`config.mk`:
```
export PLATFORM = sky130hd
export DESIGN_NAME = tdc_input_channel_config
export DESIGN_NICKNAME = d
export VERILOG_FILES = /design/src/design/tdc_input_channel_config.v
export VERILOG_INCLUDE_DIRS = /design/src /design/src/design
export SDC_FILE = /design/constraint.sdc
export NUM_CORES = 1
export LEC_CHECK = 0
export BUFFER_PORTS_ARGS = -buffer_cell sky130_fd_sc_hd__buf_2
export CAP_MARGIN = 30
export CORE_MARGIN = 2
export CORE_UTILIZATION = 48
export DETAILED_ROUTE_END_ITERATION = 6
export PLACE_DENSITY = 0.79
export SKIP_LAST_GASP = 1
export SLEW_MARGIN = 30
export SYNTH_ARGS = -nofsm -noshare
export SYNTH_HDL_FRONTEND = slang
export SYNTH_SLANG_ARGS = --single-unit
```
`constraint.sdc`:
```
create_clock -name clk -period 1.9 [get_ports clk]
set_input_delay 0.285 -clock clk [delete_from_list [all_inputs] [get_ports clk]]
set_output_delay 0.285 -clock clk [all_outputs]
set_load 0.01 [all_outputs]
```
`src/design/tdc_cfg_consts.vh`:
```
// constants for the input channel configuration block
`ifndef TDC_CFG_CONSTS_VH
`define TDC_CFG_CONSTS_VH
// register addresses
`define ADDR_PIN_ENABLE_CONTROL 5'h00
`define ADDR_CHANNEL_SETUP_CONTROL 5'h01
// reset values
`define RST_PIN_ENABLE_CONTROL 8'h00
`define RST_CHANNEL_SETUP_CONTROL 8'h00
// pin enable control fields
`define FLD_STOP_PIN_LSB 0
`define FLD_STOP_PIN_MSB 3
`define FLD_REFERENCE_CLOCK_INPUT_EN 4
`define FLD_OUT_DRV_EN 5
`define FLD_INHIBIT_EN 6
`define FLD_IDXRST_EN 7
// channel setup control fields
`define FLD_ACCEPT_LSB 0
`define FLD_ACCEPT_MSB 3
`define FLD_PAIR_LSB 4
`define FLD_PAIR_MSB 5
`define FLD_HIRES_LSB 6
`define FLD_HIRES_MSB 7
// pairing modes
`define PAIR_INDEPENDENT 2'h0
`define PAIR_DISTANCE 2'h1
`define PAIR_WIDTH 2'h2
// high resolution codes and repeat counts
`define HIRES_OFF 2'h0
`define HIRES_2X 2'h1
`define HIRES_4X 2'h2
`define REPEAT_1 3'h1
`define REPEAT_2 3'h2
`define REPEAT_4 3'h4
// serial command byte: bits 7:6 operation, bits 4:0 start address
`define OPC_WRITE 2'h2
`define OPC_READ 2'h1
`define OPC_OP_MSB 7
`define OPC_OP_LSB 6
`define OPC_ADDR_MSB 4
`define OPC_ADDR_LSB 0
`endif

```
`src/design/tdc_input_channel_config.v`:
```
// pin enable and channel setup registers with serial access and stop routing
`include "tdc_cfg_consts.vh"

module tdc_input_channel_config (
    // clock and reset
    input wire clk,
    input wire nrst,
    // serial register port
    input wire sck,
    input wire ssnN,
    input wire mosi,
    output reg miso,
    output wire misoOeN,
    // external pins
    input wire [3:0] stopInput,
    input wire inhibitPin,
    input wire indexResetPin,
    // pin activation
    output wire [3:0] stopInputPinEnable,
    output wire referenceClockInputEnable,
    output wire linkClockEnable,
    output wire [3:0] serialResultOutEnable,
    output wire [3:0] resultFrameOutEnable,
    // measurement control
    output reg [3:0] channelEvent,
    output reg indexCounterReset,
    output reg [2:0] measureRepeat
);

    reg [7:0] pinEnableControl_q;
    reg [7:0] channelSetupControl_q;

    // two-flop synchronisers for every pin input, plus one stage for edges on sck, ssnN and the stop inputs
    reg [2:0] sckSync_q, ssnSync_q, mosiSync_q;
    reg [3:0] stopMeta_q, stopSync_q, stopPrev_q;
    reg [1:0] inhSync_q, idxSync_q;
    always @(posedge clk or negedge nrst) begin
        if (!nrst) begin
            sckSync_q <= 3'h0;
            ssnSync_q <= 3'h7;
            mosiSync_q <= 3'h0;
            stopMeta_q <= 4'h0;
            stopSync_q <= 4'h0;
            stopPrev_q <= 4'h0;
            inhSync_q <= 2'h0;
            idxSync_q <= 2'h0;
        end else begin
            sckSync_q <= {sckSync_q[1:0], sck};
            ssnSync_q <= {ssnSync_q[1:0], ssnN};
            mosiSync_q <= {mosiSync_q[1:0], mosi};
            stopMeta_q <= stopInput;
            stopSync_q <= stopMeta_q;
            stopPrev_q <= stopSync_q;
            inhSync_q <= {inhSync_q[0], inhibitPin};
            idxSync_q <= {idxSync_q[0], indexResetPin};
        end
    end

    // edges seen on the second synchroniser stage only
    wire sckRise = sckSync_q[1] & ~sckSync_q[2];
    wire sckFall = ~sckSync_q[1] & sckSync_q[2];
    wire frameOn = ~ssnSync_q[1];
    wire frameStart = ~ssnSync_q[1] & ssnSync_q[2];
    wire mosiBit = mosiSync_q[1];

    // serial engine: command byte, then data bytes with auto increment
    reg [2:0] bitCnt_q;
    reg [7:0] shiftIn_q;
    reg [7:0] shiftOut_q;
    reg cmdDone_q;
    reg isWrite_q;
    reg isRead_q;
    reg [4:0] addr_q;
    wire [7:0] rxByte = {shiftIn_q[6:0], mosiBit};
    wire byteDone = sckRise & (bitCnt_q == 3'h7);
    wire [4:0] cmdAddr = rxByte[`OPC_ADDR_MSB:`OPC_ADDR_LSB];
    wire [1:0] cmdOp = rxByte[`OPC_OP_MSB:`OPC_OP_LSB];

    // read mux; unmapped addresses read as zero
    function [7:0] readReg;
        input [4:0] a;
        begin
            if (a == `ADDR_PIN_ENABLE_CONTROL)
                readReg = pinEnableControl_q;
            else if (a == `ADDR_CHANNEL_SETUP_CONTROL)
                readReg = channelSetupControl_q;
            else
                readReg = 8'h00;
        end
    endfunction

    always @(posedge clk or negedge nrst) begin
        if (!nrst) begin
            bitCnt_q <= 3'h0;
            shiftIn_q <= 8'h00;
            shiftOut_q <= 8'h00;
            cmdDone_q <= 1'b0;
            isWrite_q <= 1'b0;
            isRead_q <= 1'b0;
            addr_q <= 5'h00;
            miso <= 1'b0;
        end else if (!frameOn || frameStart) begin
            bitCnt_q <= 3'h0;
            cmdDone_q <= 1'b0;
            isWrite_q <= 1'b0;
            isRead_q <= 1'b0;
            miso <= 1'b0;
        end else begin
            if (sckRise) begin
                shiftIn_q <= rxByte;
                bitCnt_q <= bitCnt_q + 3'h1;
            end
            if (byteDone && !cmdDone_q) begin
                cmdDone_q <= 1'b1;
                isWrite_q <= (cmdOp == `OPC_WRITE);
                isRead_q <= (cmdOp == `OPC_READ);
                addr_q <= cmdAddr;
                shiftOut_q <= readReg(cmdAddr);
            end else if (byteDone) begin
                // next byte of an incremental access
                addr_q <= addr_q + 5'h01;
                shiftOut_q <= readReg(addr_q + 5'h01);
            end else if (sckFall && isRead_q) begin
                // msb first, changed on the falling edge for the host to sample on rising
                miso <= shiftOut_q[7];
                shiftOut_q <= {shiftOut_q[6:0], 1'b0};
            end
        end
    end
    // drive only during a frame; low enable means driving
    assign misoOeN = ~(frameOn & isRead_q);

    // register writes take the completed data byte
    wire wrByte = byteDone & cmdDone_q & isWrite_q & frameOn & ~frameStart;
    always @(posedge clk or negedge nrst) begin
        if (!nrst) begin
            pinEnableControl_q <= `RST_PIN_ENABLE_CONTROL;
            channelSetupControl_q <= `RST_CHANNEL_SETUP_CONTROL;
        end else if (wrByte) begin
            if (addr_q == `ADDR_PIN_ENABLE_CONTROL)
                pinEnableControl_q <= rxByte;
            else if (addr_q == `ADDR_CHANNEL_SETUP_CONTROL)
                channelSetupControl_q <= rxByte;
        end
    end

    // field views
    wire [3:0] stopPinEn = pinEnableControl_q[`FLD_STOP_PIN_MSB:`FLD_STOP_PIN_LSB];
    wire outDrvEn = pinEnableControl_q[`FLD_OUT_DRV_EN];
    wire inhibitEn = pinEnableControl_q[`FLD_INHIBIT_EN];
    wire idxRstEn = pinEnableControl_q[`FLD_IDXRST_EN];
    wire [3:0] accept = channelSetupControl_q[`FLD_ACCEPT_MSB:`FLD_ACCEPT_LSB];
    wire [1:0] pairMode = channelSetupControl_q[`FLD_PAIR_MSB:`FLD_PAIR_LSB];
    wire [1:0] hiRes = channelSetupControl_q[`FLD_HIRES_MSB:`FLD_HIRES_LSB];
    wire paired = (pairMode == `PAIR_DISTANCE) | (pairMode == `PAIR_WIDTH);

    // pin activation straight from the enable bits
    assign stopInputPinEnable = stopPinEn;
    assign referenceClockInputEnable = pinEnableControl_q[`FLD_REFERENCE_CLOCK_INPUT_EN];
    assign linkClockEnable = outDrvEn;

    // a channel's data and frame pins follow the pin that feeds it
    wire [3:0] chanSrcEn = paired ? {stopPinEn[1], stopPinEn[0], stopPinEn[1:0]} : stopPinEn;
    assign serialResultOutEnable = {4{outDrvEn}} & chanSrcEn;
    assign resultFrameOutEnable = {4{outDrvEn}} & chanSrcEn;

    // inhibit stalls every channel while the pin is high
    wire stopsAllowed = ~(inhibitEn & inhSync_q[1]);

    // stop edges from synchronised, enabled inputs; a disabled pin sees nothing
    wire [3:0] stopRise = stopSync_q & ~stopPrev_q & stopPinEn;
    wire [3:0] stopFallE = ~stopSync_q & stopPrev_q & stopPinEn;

    // alternation toggles, one per first and second input
    reg [1:0] altSel_q;
    reg [3:0] route;
    integer i;
    always @* begin
        route = 4'h0;
        if (pairMode == `PAIR_DISTANCE) begin
            for (i = 0; i < 2; i = i + 1) begin
                route[i] = stopRise[i] & ~altSel_q[i];
                route[i + 2] = stopRise[i] & altSel_q[i];
            end
        end else if (pairMode == `PAIR_WIDTH) begin
            route = {stopFallE[1:0], stopRise[1:0]};
        end else begin
            route = stopRise;
        end
    end

    // toggles advance on each event so channels share the input fairly
    always @(posedge clk or negedge nrst) begin
        if (!nrst) begin
            altSel_q <= 2'h0;
        end else if (pairMode != `PAIR_DISTANCE) begin
            altSel_q <= 2'h0;
        end else begin
            altSel_q <= altSel_q ^ stopRise[1:0];
        end
    end

    // registered outputs; code 3 in either field is left to the host to avoid
    always @(posedge clk or negedge nrst) begin
        if (!nrst) begin
            channelEvent <= 4'h0;
            indexCounterReset <= 1'b0;
            measureRepeat <= `REPEAT_1;
        end else begin
            channelEvent <= route & accept & {4{stopsAllowed}};
            indexCounterReset <= idxRstEn & idxSync_q[1];
            case (hiRes)
                `HIRES_2X: measureRepeat <= `REPEAT_2;
                `HIRES_4X: measureRepeat <= `REPEAT_4;
                default: measureRepeat <= `REPEAT_1;
            endcase
        end
    end

endmodule

```
==> Word level (Yosys, flattened, before mapping) <==
Index checks and enable logic that the tools add are counted.
{ "totals": {"inputBits": 11, "mem_bits_ro": 0, "memories": 0, "output_inout_bits": 24, "word_cells": 117, "ramBits": 0, "register_bits": 77, "latchBits": 0} }
{ "op_classes": {"magnitude_cmp": 0, "bitwise": 36, "n_shift": 0, "reduce_logical": 18, "n_addsub": 2, "div_mod_pow": 0, "n_eq_ne": 13, "n_mux": 26, "mul": 0} }
{ "op_table": {"columns": ["op", "n"], "rows": [
  ["8-bit 2-to-1 mux", 7],
  ["4-bit AND", 5],
  ["1-bit AND", 15],
  ["5-bit by 1-bit == test with 1-bit output (second input constant)", 3],
  ["5-bit zero test", 3],
  ["4-bit 2-to-1 mux", 3],
  ["1-bit 2-to-1 mux", 10],
  ["5-bit 2-to-1 mux", 2],
  ["1-bit inverter", 10],
  ["2-bit AND reduction", 4],
  ["2-bit nonzero test", 4],
  ["2-bit by 1-bit == test with 1-bit output (second input constant)", 3],
  ["2-bit == test (second input constant)", 3],
  ["3-bit 2-to-1 mux", 2],
  ["3-bit one-hot mux with 2 select lines", 1],
  ["3-bit AND reduction", 2],
  ["5-bit by 1-bit adder with 5-bit output (second input constant)", 1],
  ["2-bit AND", 2],
  ["2-bit by 1-bit != test with 1-bit output (second input constant)", 2],
  ["4-bit inverter", 1],
  ["3-bit by 1-bit adder with 3-bit output (second input constant)", 1],
  ["3-bit == test (second input constant)", 1],
  ["3-bit nonzero test", 1],
  ["1-bit logical AND", 2],
  ["other kinds (7)", 7]
]} }

==> Longest topological paths before layout <==
Gate-level depths: netlist of run 1.
{ "depth": {"depth_word": 8, "depth_mapped": 7, "depth_no_buf": 6} }

==> Least setup slack after synthesis of run 1 <==
No wires, ideal clock.
{ "synth_timing": {"path_type": "reg-to-reg", "startpoint": "reg bitCnt_q[0]", "endpoint": "reg pinEnableControl_q[0]", "t_required_ps": 1775, "path_buffers": 1, "stages_incl_launch_ff": 8, "period_less_slack_ps": 1917, "arrival_time_ps": 1792, "setup_ps": 125, "path_slack_ps": -17, "path_cell_list": "dfrtp_1 -> ha_1 -> ha_1 -> and4b_1 -> buf_2 -> and3_1 -> nand2_1 -> mux2_2"} }
{ "synth_via": {"elab_chain_len": 7} }
{ "synth_lines": {"columns": ["element", "line", "rtl"], "rows": [
  ["from (decl)", "tdc_input_channel_config.v:67", "reg [2:0] bitCnt_q;"],
  ["from (signal assigned)", "tdc_input_channel_config.v:111", "bitCnt_q <= bitCnt_q + 3'h1;"],
  ["3-bit == test", "tdc_input_channel_config.v:75", "wire byteDone = sckRise & (bitCnt_q == 3'h7);"],
  ["1-bit AND", "tdc_input_channel_config.v:75", null],
  ["1-bit AND (4 in series)", "tdc_input_channel_config.v:134", "wire wrByte = byteDone & cmdDone_q & isWrite_q & frameOn & ~frameStart;"],
  ["2-bit AND reduction (no line)", null, null],
  ["to (signal assigned)", "tdc_input_channel_config.v:137", "pinEnableControl_q <= `RST_PIN_ENABLE_CONTROL;"],
  ["to (signal assigned)", "tdc_input_channel_config.v:141", "pinEnableControl_q <= rxByte;"],
  ["to (decl)", "tdc_input_channel_config.v:30", "reg [7:0] pinEnableControl_q;"]
]} }
No other way between the ends.
A chain may end at the register's enable or synchronous reset.

==> Worst setup path in the final report of run 1 <==
{ "layout_timing": {"startpoint": "reg bitCnt_q[0]", "endpoint": "reg channelSetupControl_q[2]"} }
{ "layout_via": {"elab_chain_len": 7} }
{ "layout_lines": {"columns": ["element", "line", "rtl"], "rows": [
  ["3-bit == test", "tdc_input_channel_config.v:75", null],
  ["1-bit AND", "tdc_input_channel_config.v:75", null],
  ["1-bit AND (4 in series)", "tdc_input_channel_config.v:134", null],
  ["3-bit AND reduction (no line)", null, null],
  ["to (signal assigned)", "tdc_input_channel_config.v:138", "channelSetupControl_q <= `RST_CHANNEL_SETUP_CONTROL;"],
  ["to (signal assigned)", "tdc_input_channel_config.v:143", "channelSetupControl_q <= rxByte;"],
  ["to (decl)", "tdc_input_channel_config.v:31", "reg [7:0] channelSetupControl_q;"]
]} }
No other way between the ends.

==> results.py, run 1 <==
metrics = {
    "worst_setup_path": {
        "crit_chain": "ha_1, ha_1, and4b_1, and3_1, nand3b_2, mux2_2",
        "startpoint_type": "register",
        "critPathTopFamily": "simple AND/OR/NAND/NOR gates",
        "cpPeakStageDelay_ps": 400,
        "critPathMostFrequentCell": "ha_1",
        "arrival_ps": 2070,
        "critical_path_class": "register to register",
        "end_kind": "register",
        "worst-path-max-fanout": 8,
        "crit_slowest_cell": "dfrtp_1",
        "worst-path-buf-inv": 0,
        "worstPathRequired_ps": 2130,
    },
    "timing": {
        "finalSetupTns_ps": 0,
        "post-route-min-period_ps": 1838,
        "finClkSkew_ps": 6.295,
        "setup_viol": 0,
        "finalCritPeriodShare_pct": 96.73,
        "hold_viol": 0,
        "fmax_mhz": 544.1,
        "max-slew-margin-rel_pct": 67.36,
        "slew_viol_final": 0,
        "rsz0062_at_grt": "yes",
        "timing.hold.ws_ps": 34.97,
        "tightest_slew_ps": 489.6,
    },
    "floorplan": {
        "core_sq_um": 6869,
        "start_util_pct": 50.35,
        "die_height_microns": 88.88,
        "die-area_sq_um": 7900,
        "ioPinCount": 35,
        "die_w_microns": 88.88,
        "std_cell_rows": 30,
    },
    "yosys": {
        "synth-edff-count": 0,
        "ys.flop_type": "dfrtp_1",
        "postSynthCellCount": 288,
        "syn_nets": 313,
        "synth_seq_cells": 77,
        "avgSynthCellArea_sq_um": 12.01,
        "synth_area_sq_um": 3458,
        "synth_async_sr_flop_share_pct": 100.0,
        "ys_seq_area_share_pct": 55.86,
        "ys_warn_count": 0,
        "synthDistinctLibCells": 38,
    },
    "global_route": {
        "grt_pass1_wl_mm": 11.32,
        "track_usage_pct": 19.46,
        "antenna_found_initial": 0,
        "grt_overflow": 0,
        "grt_pass1_vias": 2265,
        "grt_max_degree": 40,
    },
    "routing": {
        "vias_per_cell": 5.382,
        "drc_errors": 0,
        "drt_iter0_markers": 169,
        "ant_nets": 0,
        "wl_mm": 6.746,
        "drt_pass1_iterations": 4,
        "route.vias.total": 2325,
        "routedWlPerCell_microns": 15.62,
    },
    "place": {
        "io_buffers": 34,
        "gp_congestion": 0.8507,
        "dp_hpwl_mm": 4.934,
        "place_inst": 414,
    },
    "finish": {
        "drive_gt1_share_pct": 30.95,
        "stdcell_count": 432,
        "fin_nets": 356,
        "layout_common_cells": "dfrtp_1, buf_2, mux2_2",
        "final_core_util_pct": 58.62,
        "final_common_cell": "dfrtp_1",
        "syn2layout_area_growth_pct": 16.43,
        "antenna_cells": 0,
    },
    "cts": {
        "insertion_delay_ps": 350,
        "clockBufferDepth": 2,
        "clkSinkCount": 77,
        "cts_buffers": 9,
        "htree_num_levels": 3,
        "clk_pin_slew_ps": 80,
        "cts_root_buf": "clkbuf_8",
        "cts_tree": "built",
    },
    "status": {
        "outcome": "complete, no violations",
    },
    "power": {
        "power_leakage_nw": 1.962,
        "power_mw": 3.212,
        "ir_worst_vdd_mv": 0.5890,
        "powerDensity_nw_per_um2": 797.8,
    },
    "min_path": {
        "hold_class": "primary input to register",
    },
    "run": {
        "cap_violations": 0,
    },
}
[where the power goes]
group	switching, mW	internal [mW]	leakage (nW)	total, mW
sequential	0.0492	1.71	1.00	1.76
combinational	0.133	0.112	0.860	0.245
clock	0.596	0.615	0.0979	1.21
[stage by stage]
stage | setup slack, ps | instance area [sq um]
2_1_floorplan | 30.12 | 3461
3_3_place_gp | 99.93 | 3801
3_5_place_dp | 51.43 | 3801
4_1_cts | 38.11 | 4025
5_1_grt | -9.559 | 4026
6_report | 62.20 | 4026
[kinds of logic (layout without fill, tap and decap cells)]
logic type	count (synthesis)	in the layout	synth area share (%)
DFF	77	77	55.86
and+or+nand+nor	65	65	11.11
AOI/OAI and AO/OA	58	58	10.85
muxes	39	39	12.19
buffers and inverters	34	82	4.667
adders and majority gates	14	14	5.065
xor gates and xnor gates	1	1	0.2533
[worst reg2reg max path: cells and delay by family, from the launching register on]
family | cells | cell delay (ps)
flops | 1 | 400
mux | 1 | 370
simple gates | 3 | 570
fa+ha+maj | 2 | 380
[path summary, 6_finish.rpt]
path / startpoint / to / slack, ps / cells after the start
worst max-delay path: bitCnt_q[0] / channelSetupControl_q[2] / 60 / 6
worst min-delay path: inhibitPin / inhSync_q[0] / 30 / 1
worst max register to register: bitCnt_q[0] / channelSetupControl_q[2] / 60 / 6
worst min register to register: mosiSync_q[0] / mosiSync_q[1] / 350 / 0
max in group asynchronous: nrst / measureRepeat[0] / 840 / 3
min in group asynchronous: nrst / stopMeta_q[1] / 440 / 2
[repair_timing]
action / CTS / global route
setup endpoints to repair: 4 / 7
gates resized for setup: 2 / 1
buffers inserted: 1 / 0
pin swaps: 0 / 0
hold buffers: 1 / 0
hold endpoints to repair: 35 / 0
[cell type report]
type | count | area, sq um
Tap cell | 96 | 120.1
Clock buffer | 11 | 131.4
Clock inverter | 5 | 61.31
Fill cell | 565 | 2843
Timing Repair Buffer | 55 | 357.8
Inverter | 11 | 41.29
Multi-Input combinational cell | 177 | 1380
Sequential cell | 77 | 1934
[sequential cells by signal, indices dropped and copies added (netlist names), 3 cells and up]
register,count
shiftIn_q,7
channelSetupControl_q,8
sckSync_q,3
stopSync_q,4
stopPrev_q,4
shiftOut_q,8
channelEvent,4
ssnSync_q,3
pinEnableControl_q,8
addr_q,5
measureRepeat,3
stopMeta_q,4
bitCnt_q,3
[metal layers]
layer / part of all wire [%] / track usage (%)
met1: 45 / 25.82
met2: 47 / 29.85
met3: 4.6 / 5.224
met4: 2.7 / 9.091
met5: 0 / 0
[cells in the mapped netlist (all sizes together), types with 3 or more instances]
library cell	instances	area, sq um
clkbuf	12	45.04
and3	5	31.28
nand4	3	18.77
o22ai	3	18.77
a31oi	8	50.05
o211ai	9	67.56
mux2	25	281.5
ha	14	175.2
a21oi	17	85.08
dfstp	4	105.1
mux2i	14	140.1
and2	3	18.77
nor2b	5	31.28
nand2	5	18.77
nor2	17	63.81
nand3b	5	41.29
nor4	7	43.79
buf	11	75.07
or2	3	18.77
a22o	8	70.07
o21ai	8	40.04
dfrtp	73	1827
inv	11	41.29
(Power assumes the default switching activity.)
==> inputs of run 2 (changes only) <==
Settings changed: PLACE_DENSITY 0.79 to default, PLACE_DENSITY_LB_ADDON from default to 0.3, RECOVER_POWER from default to 25.
Clock period 1.9 ns to 1.91 ns, I/O delays scaled along.
==> run 2 against run 1 <==
Wire length is 4.3% higher; largest cell class unchanged; critical path type unchanged; first-iteration DRC count is 14% lower; register-to-register slack about the same; clock power about the same; critical path depth decreased by 3; worst hold slack got worse by 16 ps.
==> results.py, run 2 (same netlist as run 1, synthesis figures left out) <==
metrics = {
    "status": {
        "outcome": "complete, no violations",
    },
    "worst_setup_path": {
        "crit_slowest_cell": "or4_1",
        "worst-path-max-fanout": 6,
        "startpoint_type": "register",
        "timing.rr.end": "shiftOut_q[0]",
        "worstPathRequired_ps": 2210,
        "rr_worst_depth": 3,
        "arrival_ps": 2130,
        "r2r-start": "shiftIn_q[2]",
        "critPathMostFrequentCell": "or4_1",
        "end_kind": "register",
        "r2r_slack_ps": 80,
        "crit_chain": "or4_1, or4_1, a31oi_1",
        "cpPeakStageDelay_ps": 670,
        "critical_path_class": "register to register",
    },
    "cts": {
        "clkSinkCount": 77,
        "cts_buffers": 9,
        "htree_num_levels": 3,
        "insertion_delay_ps": 360,
        "cts_tree": "built",
        "clockBufferDepth": 2,
        "clk_pin_slew_ps": 90,
        "cts_root_buf": "clkbuf_8",
    },
    "place": {
        "gp_congestion": 0.8132,
        "dp_slack_ps": 72.62,
        "dp_hpwl_mm": 5.085,
        "place_area_sq_um": 3811,
        "place_inst": 417,
        "io_buffers": 34,
    },
    "global_route": {
        "grt_overflow": 0,
        "grt_pass1_wl_mm": 11.78,
        "grt_max_degree": 38,
        "grt_pass1_vias": 2364,
        "track_usage_pct": 20.36,
        "antenna_found_initial": 0,
    },
    "min_path": {
        "holdPathStages": 1,
        "hold_class": "primary input to register",
        "hold_path.startpoint": "mosi",
        "min_to": "mosiSync_q[0]",
    },
    "routing": {
        "drt_iter0_markers": 145,
        "routedWlPerCell_microns": 16.14,
        "drc_errors": 0,
        "wl_mm": 7.035,
        "ant_nets": 0,
        "drt_pass1_iterations": 4,
        "vias_per_cell": 5.401,
        "route.vias.total": 2355,
    },
    "power": {
        "powerDensity_nw_per_um2": 786.7,
        "power_mw": 3.184,
        "ir_worst_vdd_mv": 0.5538,
        "power_leakage_nw": 1.983,
    },
    "finish": {
        "reg.largest.list": "channelSetupControl_q (8), pinEnableControl_q (8), shiftOut_q (8)",
        "final_common_cell": "dfrtp_1",
        "syn2layout_area_growth_pct": 17.04,
        "antenna_cells": 0,
        "fin_nets": 360,
        "final_core_util_pct": 58.93,
        "fin_area_sq_um": 4048,
        "stdcell_count": 436,
        "layout_common_cells": "dfrtp_1, buf_2, buf_4",
        "drive_gt1_share_pct": 32.35,
    },
    "timing": {
        "hold_viol": 0,
        "rsz0062_at_grt": "no",
        "setup_viol": 0,
        "post-route-min-period_ps": 1833,
        "timing.final.ws_setup_ps": 77.18,
        "max-slew-margin-rel_pct": 40.10,
        "finalSetupTns_ps": 0,
        "finalCritPeriodShare_pct": 95.96,
        "slew_viol_final": 0,
        "finClkSkew_ps": 11.99,
        "fmax_mhz": 545.6,
        "tightest_slew_ps": 898.5,
        "timing.hold.ws_ps": 18.49,
    },
    "floorplan": {
        "die_w_microns": 88.88,
        "ioPinCount": 35,
        "start_util_pct": 50.35,
        "die_height_microns": 88.88,
        "std_cell_rows": 30,
        "die-area_sq_um": 7900,
        "core_sq_um": 6869,
    },
    "run": {
        "cap_violations": 0,
    },
}
run 2: power by group:
group	switching (mW)	internal (mW)	total (mW)
clock network	0.687	0.503	1.19
registers	0.0466	1.70	1.74
logic	0.139	0.112	0.251
total	0.872	2.31	3.18
run 2: metal layers:
metal  vias up  GRT usage [%]  part of all wire [%]
li1       1134              -                     -
met1      1165          28.19                    48
met2        45          31.34                    47
met3        11          2.799                   3.1
met4         0          10.74                   2.0
met5         -              0                     0
run 2: cell type report:
| type | instances | area, sq um |
|---|---|---|
| Clock buffer | 9 | 123.9 |
| Fill cell | 574 | 2821 |
| Multi-Input combinational cell | 177 | 1389 |
| Tap cell | 96 | 120.1 |
| Inverter | 11 | 41.29 |
| Sequential cell | 77 | 1936 |
| Timing Repair Buffer | 59 | 372.9 |
| Clock inverter | 7 | 65.06 |
run 2: worst max-delay path: cells and delay by family (launching register included):
| kind | cells | cell delay (ps) |
|---|---|---|
| simple gates | 2 | 1210 |
| flops | 1 | 390 |
| compound gates | 1 | 170 |
run 2: worst max path at each step:
stage	start	to	slack [ps]	cells after the start
after floorplan	bitCnt_q[0]	channelSetupControl_q[1]	40	7
final	shiftIn_q[2]	shiftOut_q[0]	80	3
after global routing	addr_q[0]	shiftOut_q[7]	3	6
after detailed placement	bitCnt_q[0]	channelSetupControl_q[1]	70	6
after global placement	shiftIn_q[2]	shiftOut_q[0]	80	3
after CTS	channelSetupControl_q[4]	resultFrameOutEnable[2]	1	5
run 2: repair_timing:
item | 4_1_cts | 5_1_grt
setup endpoints to repair | 0 | 7
endpoints found under the hold margin | 33 | 0
gates resized for setup | 0 | 5
hold buffers | 1 | 0
buffers inserted | 0 | 2
